### config.mk
export PLATFORM = sky130hd
export DESIGN_NAME = pdsc_port_drive
export DESIGN_NICKNAME = d
export VERILOG_FILES = /design/src/hw/pdsc_pkg.sv /design/src/hw/pdsc_port_drive.sv /design/src/hw/pdsc_sync.sv
export SDC_FILE = /design/constraint.sdc
export NUM_CORES = 1
export LEC_CHECK = 0
export BUFFER_PORTS_ARGS = -buffer_cell sky130_fd_sc_hd__buf_2
export CAP_MARGIN = 25
export CORE_ASPECT_RATIO = 1.75
export CORE_MARGIN = 2
export CORE_UTILIZATION = 29
export CTS_CLUSTER_SIZE = 30
export DETAILED_ROUTE_END_ITERATION = 10
export PLACE_DENSITY = 0.58
export SYNTH_ARGS = -nofsm -noshare
export SYNTH_HDL_FRONTEND = slang
export SYNTH_HIERARCHICAL = 1
export SYNTH_SLANG_ARGS = --single-unit
### constraint.sdc
create_clock -name clock -period 1.57 [get_ports clock]
set_input_delay 0.0785 -clock clock [delete_from_list [all_inputs] [get_ports clock]]
set_output_delay 0.0785 -clock clock [all_outputs]
set_load 0.01 [all_outputs]
### src/hw/pdsc_pkg.sv
// Purpose: shared constants for the port pad drive-select block
// Assumes: Avalon-MM slave with 32-bit data, one register per aligned word
// Notes:   register indices are word numbers; byte address = 4 * index
package pdsc_pkg;

    // widths
    localparam int PDSC_PINS   = 8;
    localparam int PDSC_ADDR_W = 14;
    localparam int PDSC_DATA_W = 32;

    // register indices
    localparam logic [11:0] PDSC_IDX_DATA     = 12'h0240;
    localparam logic [11:0] PDSC_IDX_READBACK = 12'h0241;
    localparam logic [11:0] PDSC_IDX_DIR      = 12'h0242;
    localparam logic [11:0] PDSC_IDX_DRIVE    = 12'h0243;
    localparam logic [11:0] PDSC_IDX_EFFECT   = 12'h024F;

    // byte addresses derived from the indices
    localparam logic [PDSC_ADDR_W-1:0] PDSC_ADDR_DATA     =
        {PDSC_IDX_DATA, 2'b00};
    localparam logic [PDSC_ADDR_W-1:0] PDSC_ADDR_READBACK =
        {PDSC_IDX_READBACK, 2'b00};
    localparam logic [PDSC_ADDR_W-1:0] PDSC_ADDR_DIR      =
        {PDSC_IDX_DIR, 2'b00};
    localparam logic [PDSC_ADDR_W-1:0] PDSC_ADDR_DRIVE    =
        {PDSC_IDX_DRIVE, 2'b00};
    localparam logic [PDSC_ADDR_W-1:0] PDSC_ADDR_EFFECT   =
        {PDSC_IDX_EFFECT, 2'b00};

    // reset values
    localparam logic [7:0] PDSC_RST_DATA  = 8'h00;
    localparam logic [7:0] PDSC_RST_DIR   = 8'h00;
    localparam logic [7:0] PDSC_RST_DRIVE = 8'h00;

    // input synchroniser depth in bus clocks
    localparam int PDSC_SYNC_STAGES = 2;

    // avalon response codes
    localparam logic [1:0] PDSC_RESP_OKAY   = 2'h0;
    localparam logic [1:0] PDSC_RESP_DECERR = 2'h3;

    // bus answer sequencer
    typedef enum logic [0:0] {
        PDSC_BUS_IDLE = 1'b0,
        PDSC_BUS_ACK  = 1'b1
    } pdsc_bus_t;

endpackage : pdsc_pkg

### src/hw/pdsc_port_drive.sv
// Purpose: eight-pin port with per-pin pad drive-strength selection
// Assumes: Avalon-MM slave, byte addressed, 32-bit words, waitrequest
// Notes:   every access answers at the second edge after it is raised
//
// Operation
// - one drive-select bit per pin, bits 7 down to 0, each for its own pin.
// - a set bit requests reduced drive, a clear bit requests full drive.
// - a drive-select bit has no effect while its pin is an input.
// - the select applies whether port logic or a peripheral drives the pin.
// - the select register is read/write anytime and resets to all zero.
// - data and read-back settle within two clocks of a direction change.
`timescale 1ns/1ns
module pdsc_port_drive #(
    parameter int PINS = pdsc_pkg::PDSC_PINS
) (
    // clock and reset
    input  wire logic                            clock,
    input  wire logic                            nrst,
    // avalon-mm slave
    input  wire logic [pdsc_pkg::PDSC_ADDR_W-1:0] avs_address,
    input  wire logic                            avs_read,
    input  wire logic                            avs_write,
    input  wire logic [pdsc_pkg::PDSC_DATA_W-1:0] avs_writedata,
    input  wire logic [3:0]                      avs_byteenable,
    output logic      [pdsc_pkg::PDSC_DATA_W-1:0] avs_readdata,
    output logic                                 avs_waitrequest,
    output logic      [1:0]                      avs_response,
    // routed peripheral functions
    input  wire logic [PINS-1:0]                 periph_enable,
    input  wire logic [PINS-1:0]                 periph_out,
    // pad ring
    input  wire logic [PINS-1:0]                 pad_in,
    output logic      [PINS-1:0]                 pad_out,
    output logic      [PINS-1:0]                 pad_oe_n,
    output logic      [PINS-1:0]                 pad_reduced_drive
);
    import pdsc_pkg::*;

    // bus sequencer state
    pdsc_bus_t                 bus_state_ff;
    pdsc_bus_t                 nxt_bus_state;
    logic [PDSC_DATA_W-1:0]    rdata_ff;
    logic [PDSC_DATA_W-1:0]    nxt_rdata;
    logic [1:0]                resp_ff;
    logic [1:0]                nxt_resp;

    // software-visible port state
    logic [PINS-1:0]           pin_data_value_ff;
    logic [PINS-1:0]           nxt_pin_data_value;
    logic [PINS-1:0]           pin_direction_control_ff;
    logic [PINS-1:0]           nxt_pin_direction_control;
    logic [PINS-1:0]           pad_drive_select_ff;
    logic [PINS-1:0]           nxt_pad_drive_select;

    // decode and derived terms
    logic                      req;
    logic                      wr_commit;
    logic                      low_lane;
    logic                      hit_data;
    logic                      hit_readback;
    logic                      hit_dir;
    logic                      hit_drive;
    logic                      hit_effect;
    logic                      hit_any;
    logic [PINS-1:0]           pin_input_readback;
    logic [PINS-1:0]           pin_is_output;
    logic [PINS-1:0]           port_view;

    // -----------------------------------------------------------------
    // input synchronisation; the two stages are why read-back can lag
    // a direction change by up to two clocks
    // -----------------------------------------------------------------
    pdsc_sync #(
        .WIDTH (PINS)
    ) u_in_sync (
        .clock (clock),
        .nrst  (nrst),
        .d     (pad_in),
        .q     (pin_input_readback)
    );

    // -----------------------------------------------------------------
    // address decode
    // -----------------------------------------------------------------
    always_comb begin
        req          = avs_read | avs_write;
        low_lane     = avs_byteenable[0];
        hit_data     = (avs_address == PDSC_ADDR_DATA);
        hit_readback = (avs_address == PDSC_ADDR_READBACK);
        hit_dir      = (avs_address == PDSC_ADDR_DIR);
        hit_drive    = (avs_address == PDSC_ADDR_DRIVE);
        hit_effect   = (avs_address == PDSC_ADDR_EFFECT);
        hit_any      = hit_data | hit_readback | hit_dir | hit_drive
                     | hit_effect;
    end

    // a write lands only at the edge where waitrequest is seen low
    always_comb begin
        wr_commit = avs_write & (bus_state_ff == PDSC_BUS_ACK);
    end

    // -----------------------------------------------------------------
    // bus answer sequencer: one wait cycle gives time to register the
    // read data, so readdata never comes straight off the address mux
    // -----------------------------------------------------------------
    always_comb begin
        nxt_bus_state = bus_state_ff;
        unique case (bus_state_ff)
            PDSC_BUS_IDLE: begin
                if (req) begin
                    nxt_bus_state = PDSC_BUS_ACK;
                end
            end
            PDSC_BUS_ACK: begin
                nxt_bus_state = PDSC_BUS_IDLE;
            end
        endcase
    end

    always_ff @(posedge clock or negedge nrst) begin
        if (!nrst) begin
            bus_state_ff <= PDSC_BUS_IDLE;
        end else begin
            bus_state_ff <= nxt_bus_state;
        end
    end

    // waitrequest drops for exactly the answering cycle
    assign avs_waitrequest = req & (bus_state_ff != PDSC_BUS_ACK);

    // -----------------------------------------------------------------
    // pin view for the data register: pins with their direction bit set show
    // what the port holds, all others show the synchronised pad level
    // -----------------------------------------------------------------
    always_comb begin
        port_view = (pin_direction_control_ff & pin_data_value_ff)
                  | (~pin_direction_control_ff & pin_input_readback);
    end

    // -----------------------------------------------------------------
    // read data and response, captured while the request waits
    // -----------------------------------------------------------------
    always_comb begin
        nxt_rdata = rdata_ff;
        nxt_resp  = resp_ff;
        if (req && bus_state_ff == PDSC_BUS_IDLE) begin
            nxt_rdata = '0;
            nxt_resp  = hit_any ? PDSC_RESP_OKAY : PDSC_RESP_DECERR;
            if (avs_read) begin
                if (hit_data) begin
                    nxt_rdata[PINS-1:0] = port_view;
                end
                if (hit_readback) begin
                    nxt_rdata[PINS-1:0] = pin_input_readback;
                end
                if (hit_dir) begin
                    nxt_rdata[PINS-1:0] = pin_direction_control_ff;
                end
                if (hit_drive) begin
                    nxt_rdata[PINS-1:0] = pad_drive_select_ff;
                end
                if (hit_effect) begin
                    nxt_rdata[PINS-1:0] = pad_drive_select_ff
                                        & pin_is_output;
                end
            end
        end
    end

    always_ff @(posedge clock or negedge nrst) begin
        if (!nrst) begin
            rdata_ff <= '0;
            resp_ff  <= PDSC_RESP_OKAY;
        end else begin
            rdata_ff <= nxt_rdata;
            resp_ff  <= nxt_resp;
        end
    end

    assign avs_readdata = rdata_ff;
    assign avs_response = resp_ff;

    // -----------------------------------------------------------------
    // register writes; only byte lane 0 carries the eight pin bits,
    // upper lanes are ignored since those bits read as zero
    // -----------------------------------------------------------------
    always_comb begin
        nxt_pin_data_value        = pin_data_value_ff;
        nxt_pin_direction_control = pin_direction_control_ff;
        nxt_pad_drive_select      = pad_drive_select_ff;
        if (wr_commit && low_lane) begin
            if (hit_data) begin
                nxt_pin_data_value = avs_writedata[PINS-1:0];
            end
            if (hit_dir) begin
                nxt_pin_direction_control = avs_writedata[PINS-1:0];
            end
            if (hit_drive) begin
                nxt_pad_drive_select = avs_writedata[PINS-1:0];
            end
        end
    end

    // the select is writable at any time and clears to full drive
    always_ff @(posedge clock or negedge nrst) begin
        if (!nrst) begin
            pin_data_value_ff        <= PDSC_RST_DATA[PINS-1:0];
            pin_direction_control_ff <= PDSC_RST_DIR[PINS-1:0];
            pad_drive_select_ff      <= PDSC_RST_DRIVE[PINS-1:0];
        end else begin
            pin_data_value_ff        <= nxt_pin_data_value;
            pin_direction_control_ff <= nxt_pin_direction_control;
            pad_drive_select_ff      <= nxt_pad_drive_select;
        end
    end

    // -----------------------------------------------------------------
    // per-pin pad control
    // a pin drives when port direction or a routed peripheral says so;
    // the peripheral overrides the port data but not the drive select.
    // the select path is combinational from the flop so a write shows
    // at the pad on the very edge that completes it; the peripheral
    // terms are assumed to come from flops in their own blocks
    // -----------------------------------------------------------------
    for (genvar i = 0; i < PINS; i++) begin : g_pin
        always_comb begin
            pin_is_output[i] = pin_direction_control_ff[i]
                             | periph_enable[i];
        end

        always_comb begin
            pad_out[i] = periph_enable[i] ? periph_out[i]
                                          : pin_data_value_ff[i];
            pad_oe_n[i] = ~pin_is_output[i];
        end

        // 1 = reduced, 0 = full; forced full while the pin is an
        // input so a stale select never reaches an undriven pad
        always_comb begin
            pad_reduced_drive[i] = pad_drive_select_ff[i]
                                 & pin_is_output[i];
        end
    end

endmodule : pdsc_port_drive

### src/hw/pdsc_sync.sv
// Purpose: two-flop level synchroniser for the pad input bits
// Assumes: inputs may change at any time relative to clock
// Notes:   first stage feeds only the second stage
`timescale 1ns/1ns
module pdsc_sync #(
    parameter int WIDTH = 8
) (
    // clock and reset
    input  wire logic             clock,
    input  wire logic             nrst,
    // data
    input  wire logic [WIDTH-1:0] d,
    output logic      [WIDTH-1:0] q
);
    import pdsc_pkg::*;

    logic [WIDTH-1:0] meta_ff;
    logic [WIDTH-1:0] nxt_meta;
    logic [WIDTH-1:0] q_ff;
    logic [WIDTH-1:0] nxt_q;

    // next values: stage one samples, stage two samples stage one
    always_comb begin
        nxt_meta = d;
        nxt_q    = meta_ff;
    end

    // registers; async reset loads constants only
    always_ff @(posedge clock or negedge nrst) begin
        if (!nrst) begin
            meta_ff <= '0;
            q_ff    <= '0;
        end else begin
            meta_ff <= nxt_meta;
            q_ff    <= nxt_q;
        end
    end

    assign q = q_ff;

endmodule : pdsc_sync

* After elaboration in Yosys (flattened, before gate mapping) *
Index checks and enable logic that the tools add are counted.

storage, ports and cells
  bits in registers = 51
  bits in latches = 0
  bits in writable memories = 0
  bits in read-only memories = 0
  input bits = 78
  output and inout port bits = 59
  memories kept = 0

cells by class
  $add $sub $neg = 0
  multiply operators = 0
  div/mod/pow operators = 0
  order comparisons = 0
  equal/unequal tests = 5
  shift operators = 0
  mux-type cells = 17
  bitwise gates (word level) = 37
  reductions and logical operators = 5

operator list
  operator              count
  $eq 14x12->1 const B  5
  $mux 8                6
  $and 8x8->8           3
  $or 1x1->1            13
  $and 1x1->1           10
  $mux 1                9
  $not 1->1             9
  $not 8->8             1
  $or 8x8->8            1
  $reduce_and 2->1      3
  $logic_and 1x1->1     2
  $mux 2                1
  $pmux 1 s2            1

* Depth between registers and ports, before layout *
  depth after elaboration = 9
  depth in mapped cells = 6
  gate-level depth less buffers = 4

* Hierarchy *
The synthesis kept the hierarchy.

modules (own cells, without submodules)
  module           times used  cells an instance  area an instance (um^2)  sequential area each (um^2)
  pdsc_port_drive  1           214                2,331.0                  850.8
  pdsc_sync        1           16                 400.4                    400.4

* Worst setup path after synthesis *
OpenSTA, ideal clock, no wires.

  path kind = input -> register
  from = input avs_address[5] (netlist bit)
  to = register pin_data_value_ff[0]
  arrival time = 1.324 ns
  slack = 0.121 ns
  stages = 6
  path buffers = 2
  cell sequence = buf_6 > nor4_4 > and3_4 > and3_4 > buf_8 > mux2_4

on the way
  longest elaborated chain between the ends = 2

ends and longest elaborated chain
  item                        line                    text
  from (decl)                 pdsc_port_drive.sv:20   input wire logic [pdsc_pkg::PDSC_ADDR_W-1:0] avs_address,
  $eq 14x12->1                pdsc_port_drive.sv:88   hit_data = (avs_address == PDSC_ADDR_DATA);
  $reduce_and 2->1 (no line)  n/a
  to (signal assigned)        pdsc_port_drive.sv:207  pin_data_value_ff <= PDSC_RST_DATA[PINS-1:0];
  to (signal assigned)        pdsc_port_drive.sv:211  pin_data_value_ff <= nxt_pin_data_value;
  to (decl)                   pdsc_port_drive.sv:48   logic [PINS-1:0] pin_data_value_ff;

Every way passes these cells.
A chain may end at the register's enable or synchronous reset.

* Worst setup path in the final report *
  from = register bus_state_ff
  to = register pin_data_value_ff[3]

on the way
  longest elaborated chain between the ends = 3

ends and longest elaborated chain
  item                        line                    text
  from (decl)                 pdsc_port_drive.sv:40   pdsc_bus_t bus_state_ff;
  from (signal assigned)      pdsc_port_drive.sv:124  bus_state_ff <= nxt_bus_state;
  $and 1x1->1                 pdsc_port_drive.sv:99   wr_commit = avs_write & (bus_state_ff == PDSC_BUS_ACK);
  $logic_and 1x1->1           pdsc_port_drive.sv:191  if (wr_commit && low_lane) begin
  $reduce_and 2->1 (no line)  n/a

Every way passes these cells.

==> impl_metrics.toml <==
[clock_network]
cts-root-buf = "clkbuf_16"
insertion_delay_ps = 290
clock_path_buffers = 2
numCtsBuffers = 5
clk_transition_reported_paths_ps = 70
clock_sinks = 50
post_cts_resized = 0
h-tree-depth = 2
tritoncts = "built"

[critical_path]
r2r_cells = 4
arrival_ps = 1660
r2r-end = "pin_data_value_ff[3]"
required_ps = 1740
crit_path_start = "bus_state_ff"
critPathLaunchType = "register"
ff2ff_setup_slack_ps = 80
endpoint = "pin_data_value_ff[3]"
r2r_start = "bus_state_ff"
worst-path-max-fanout = 8
crit_type = "reg2reg"
worst_setup_path_end_kind = "register"

[power_and_ir_drop]
internal-power_w = 0.00210
total_power_w = 0.00277
ir_worst_vdd_mv = 0.489
switching_share_pct = 24.1
power_density_mw_per_mm2 = 775
p_leak_nw = 1.78
pwr-share-seq_pct = 47.6
p_clk_share_pct = 39.5
p_switching_w = 0.000668
combPwrFrac_pct = 12.9

[synthesis]
syn_area_per_cell_um2 = 11.9
ys_types = 46
syn_inst = 230
seq_area_frac_synth_pct = 45.8
synth-seq-cells = 50
syn_area_mm2 = 0.00273
ys_warn_count = 6

[global_routing]
antenna_found_initial = 0
grt_pass1_wl_um = 11400
grt_max_degree = 20
grt_overflow = 0
grt_pass1_vias = 2289
globalRouteTotalUtil_pct = 14.4

[timing]
finalCritPeriodShare_pct = 94.9
slew_violations = 0
hold_viol = 0
clock_skew_ps = 5.49
finalSetupViolations = 0
rsz0062_at_grt = "false"
fin_crit_ps = 1490
max_freq_mhz = 671
holdWs_ps = 43.3
tns_ps = 0

[route]
vias = 2152
drcViolationCount = 0
routed_wl_um = 7160
vias_per_cell = 4.63
ant_nets = 0
wl_per_cell_um = 15.4
dr.pass1.iters = 4
first_iter_violations = 68

[floorplanning]
core-area_mm2 = 0.00909
die-width_um = 77.4
die_area_mm2 = 0.0102
die_y_um = 132
initial_utilization_pct = 30.0
io_pins = 137
num_rows = 46

[finish]
drive_gt1_share_pct = 47.0
final_util_pct = 39.3
area_growth_syn_to_layout_pct = 30.8
layout.nets = 422
fin_area_mm2 = 0.00357
n_antenna_cell = 0

[flow_run]
cap_violations = 0

[run_status]
status = "finished clean"

[placement]
gp_congestion = 0.844
numPortBuffers = 85
dpl_cell_area_mm2 = 0.00332
dp.final_hpwl_um = 5630

[worst_hold_path]
hp-class = "in2reg"
==> final cells by class <==
class / count / area [µm²]
clock buffers: 6 / 139
flip-flops and latches: 50 / 1250
clock inverters: 2 / 12.5
multi-input cells: 167 / 1320
inverters: 5 / 18.8
fillers: 944 / 5520
repair buffers: 115 / 686
well taps: 120 / 150
==> metal layers <==
| layer | wire length (µm) | global-route usage (%) | up-vias | part of all wire, % |
|---|---|---|---|---|
| li1 | - | - | 1016 | - |
| met1 | 2730 | 15.1 | 1052 | 38 |
| met2 | 3940 | 27.1 | 73 | 55 |
| met3 | 313 | 2.81 | 11 | 4.4 |
| met4 | 177 | 6.05 | 0 | 2.5 |
| met5 | 0 | 0 | - | 0 |
==> cells in the mapped netlist (all sizes together) <==
master	number	area share (%)
o211ai	1	0.27
nor2b	11	2.5
a2bb2oi	2	0.64
dfrtp	50	46
a21oi	5	0.92
clkinv	1	0.14
and4bb	2	0.92
o22ai	5	1.1
or4	1	0.41
nor4	2	1.0
o21ai	5	0.92
o21a	3	0.82
o31ai	6	1.6
or3	1	0.23
nor3	4	1.1
xnor2	1	1.0
clkbuf	1	0.14
buf	30	8.4
nor2	12	1.6
nor3b	4	1.1
a31oi	4	0.92
mux2	34	15
nand3	6	1.6
a32o	5	2.0
nand4bb	2	0.82
a22oi	5	1.4
nand2b	1	0.23
and3b	1	0.32
mux2i	5	1.8
and2	7	1.6
nand2	2	0.27
nand4	1	0.78
conb	1	0.14
inv	4	0.55
o21bai	1	0.27
nand4b	1	0.32
and3	3	1.1
==> how the worst min path moves through the flow <==
stage / start / end / slack, ps / cells past startpoint
global placement: nrst / u_in_sync/q[6] / 50 / 1
detailed placement: nrst / u_in_sync/q[6] / 50 / 1
floorplan: nrst / avs_readdata[0] / -220 / 0
CTS: avs_writedata[4] / pin_data_value_ff[4] / 40 / 2
global route: avs_writedata[2] / pin_data_value_ff[2] / 40 / 2
finish: avs_writedata[2] / pin_data_value_ff[2] / 40 / 2
==> power by group through the flow <==
stage / logic (W) / registers, W / clock network, W
after global placement: 0.000331 / 0.00134 / 0
after CTS: 0.000354 / 0.00132 / 0.00114
after detailed placement: 0.000335 / 0.00134 / 0
after floorplan: 0.000195 / 0.00134 / 0
after global routing: 0.000395 / 0.00132 / 0.00119
final: 0.000356 / 0.00132 / 0.00109
==> cell usage in the layout, fill, tap and decap left out, types with 2 or more instances in the layout <==
cell type,synthesis,final
mux2i_1,5,5
a32o_2,4,4
a22oi_1,5,5
and2_1,7,7
buf_4,25,20
a21oi_1,5,5
buf_2,3,85
nor3_1,3,3
nand2_1,2,2
inv_1,4,4
a31oi_1,4,4
mux2_2,26,26
dlygate4sd3_1,0,9
nand3_1,5,5
clkbuf_16,0,5
o21a_1,3,3
nor2_1,12,12
and3_4,2,2
conb_1,1,24
o21ai_0,5,5
nor2b_1,11,11
o31ai_1,6,6
nor3b_1,4,4
mux2_4,8,8
a2bb2oi_1,2,2
and4bb_2,2,2
dfrtp_1,50,50
nand4bb_1,2,2
o22ai_1,5,5
==> cell families (layout without fill, tap and decap cells) <==
kind of cell | Yosys count | after routing | share of synthesized area [%]
other | 1 | 24 | 0.137
buffers and inverters | 36 | 128 | 9.21
xor gates and xnor gates | 1 | 1 | 1.01
DFF | 50 | 50 | 45.8
muxes | 39 | 39 | 16.9
and+or+nand+nor | 61 | 61 | 15.9
AOI/OAI and AO/OA | 42 | 42 | 10.9
==> sequential cells by signal, summed over array words and instances, names as in the netlist <==
| signal | flops |
|---|---|
| avs_readdata | 8 |
| pad_drive_select_ff | 8 |
| pin_data_value_ff | 8 |
| pin_direction_control_ff | 8 |
| u_in_sync/meta_ff | 8 |
| u_in_sync/q | 8 |
| avs_response | 1 |
| bus_state_ff | 1 |
==> worst max-delay path, cell delays in order, from the launching register on <==
cell and delay, ps:
dfrtp_1 350, and3_1 170, and3_4 210, and3_4 330, mux2_4 320
==> per-stage QoR <==
stage               std cells  worst slack, ps
finish                    465             79.5
global route              465             40.1
CTS                       464             33.8
detailed placement        447            -74.1
global placement          447            -68.8
floorplan                 253              121
==> what timing repair did <==
action                                  CTS  global route
endpoints found under the hold margin    25             0
endpoints found under the setup margin    0             3
hold buffers                              9             0
buffers inserted                          0             1
(Power assumes the default switching activity.)
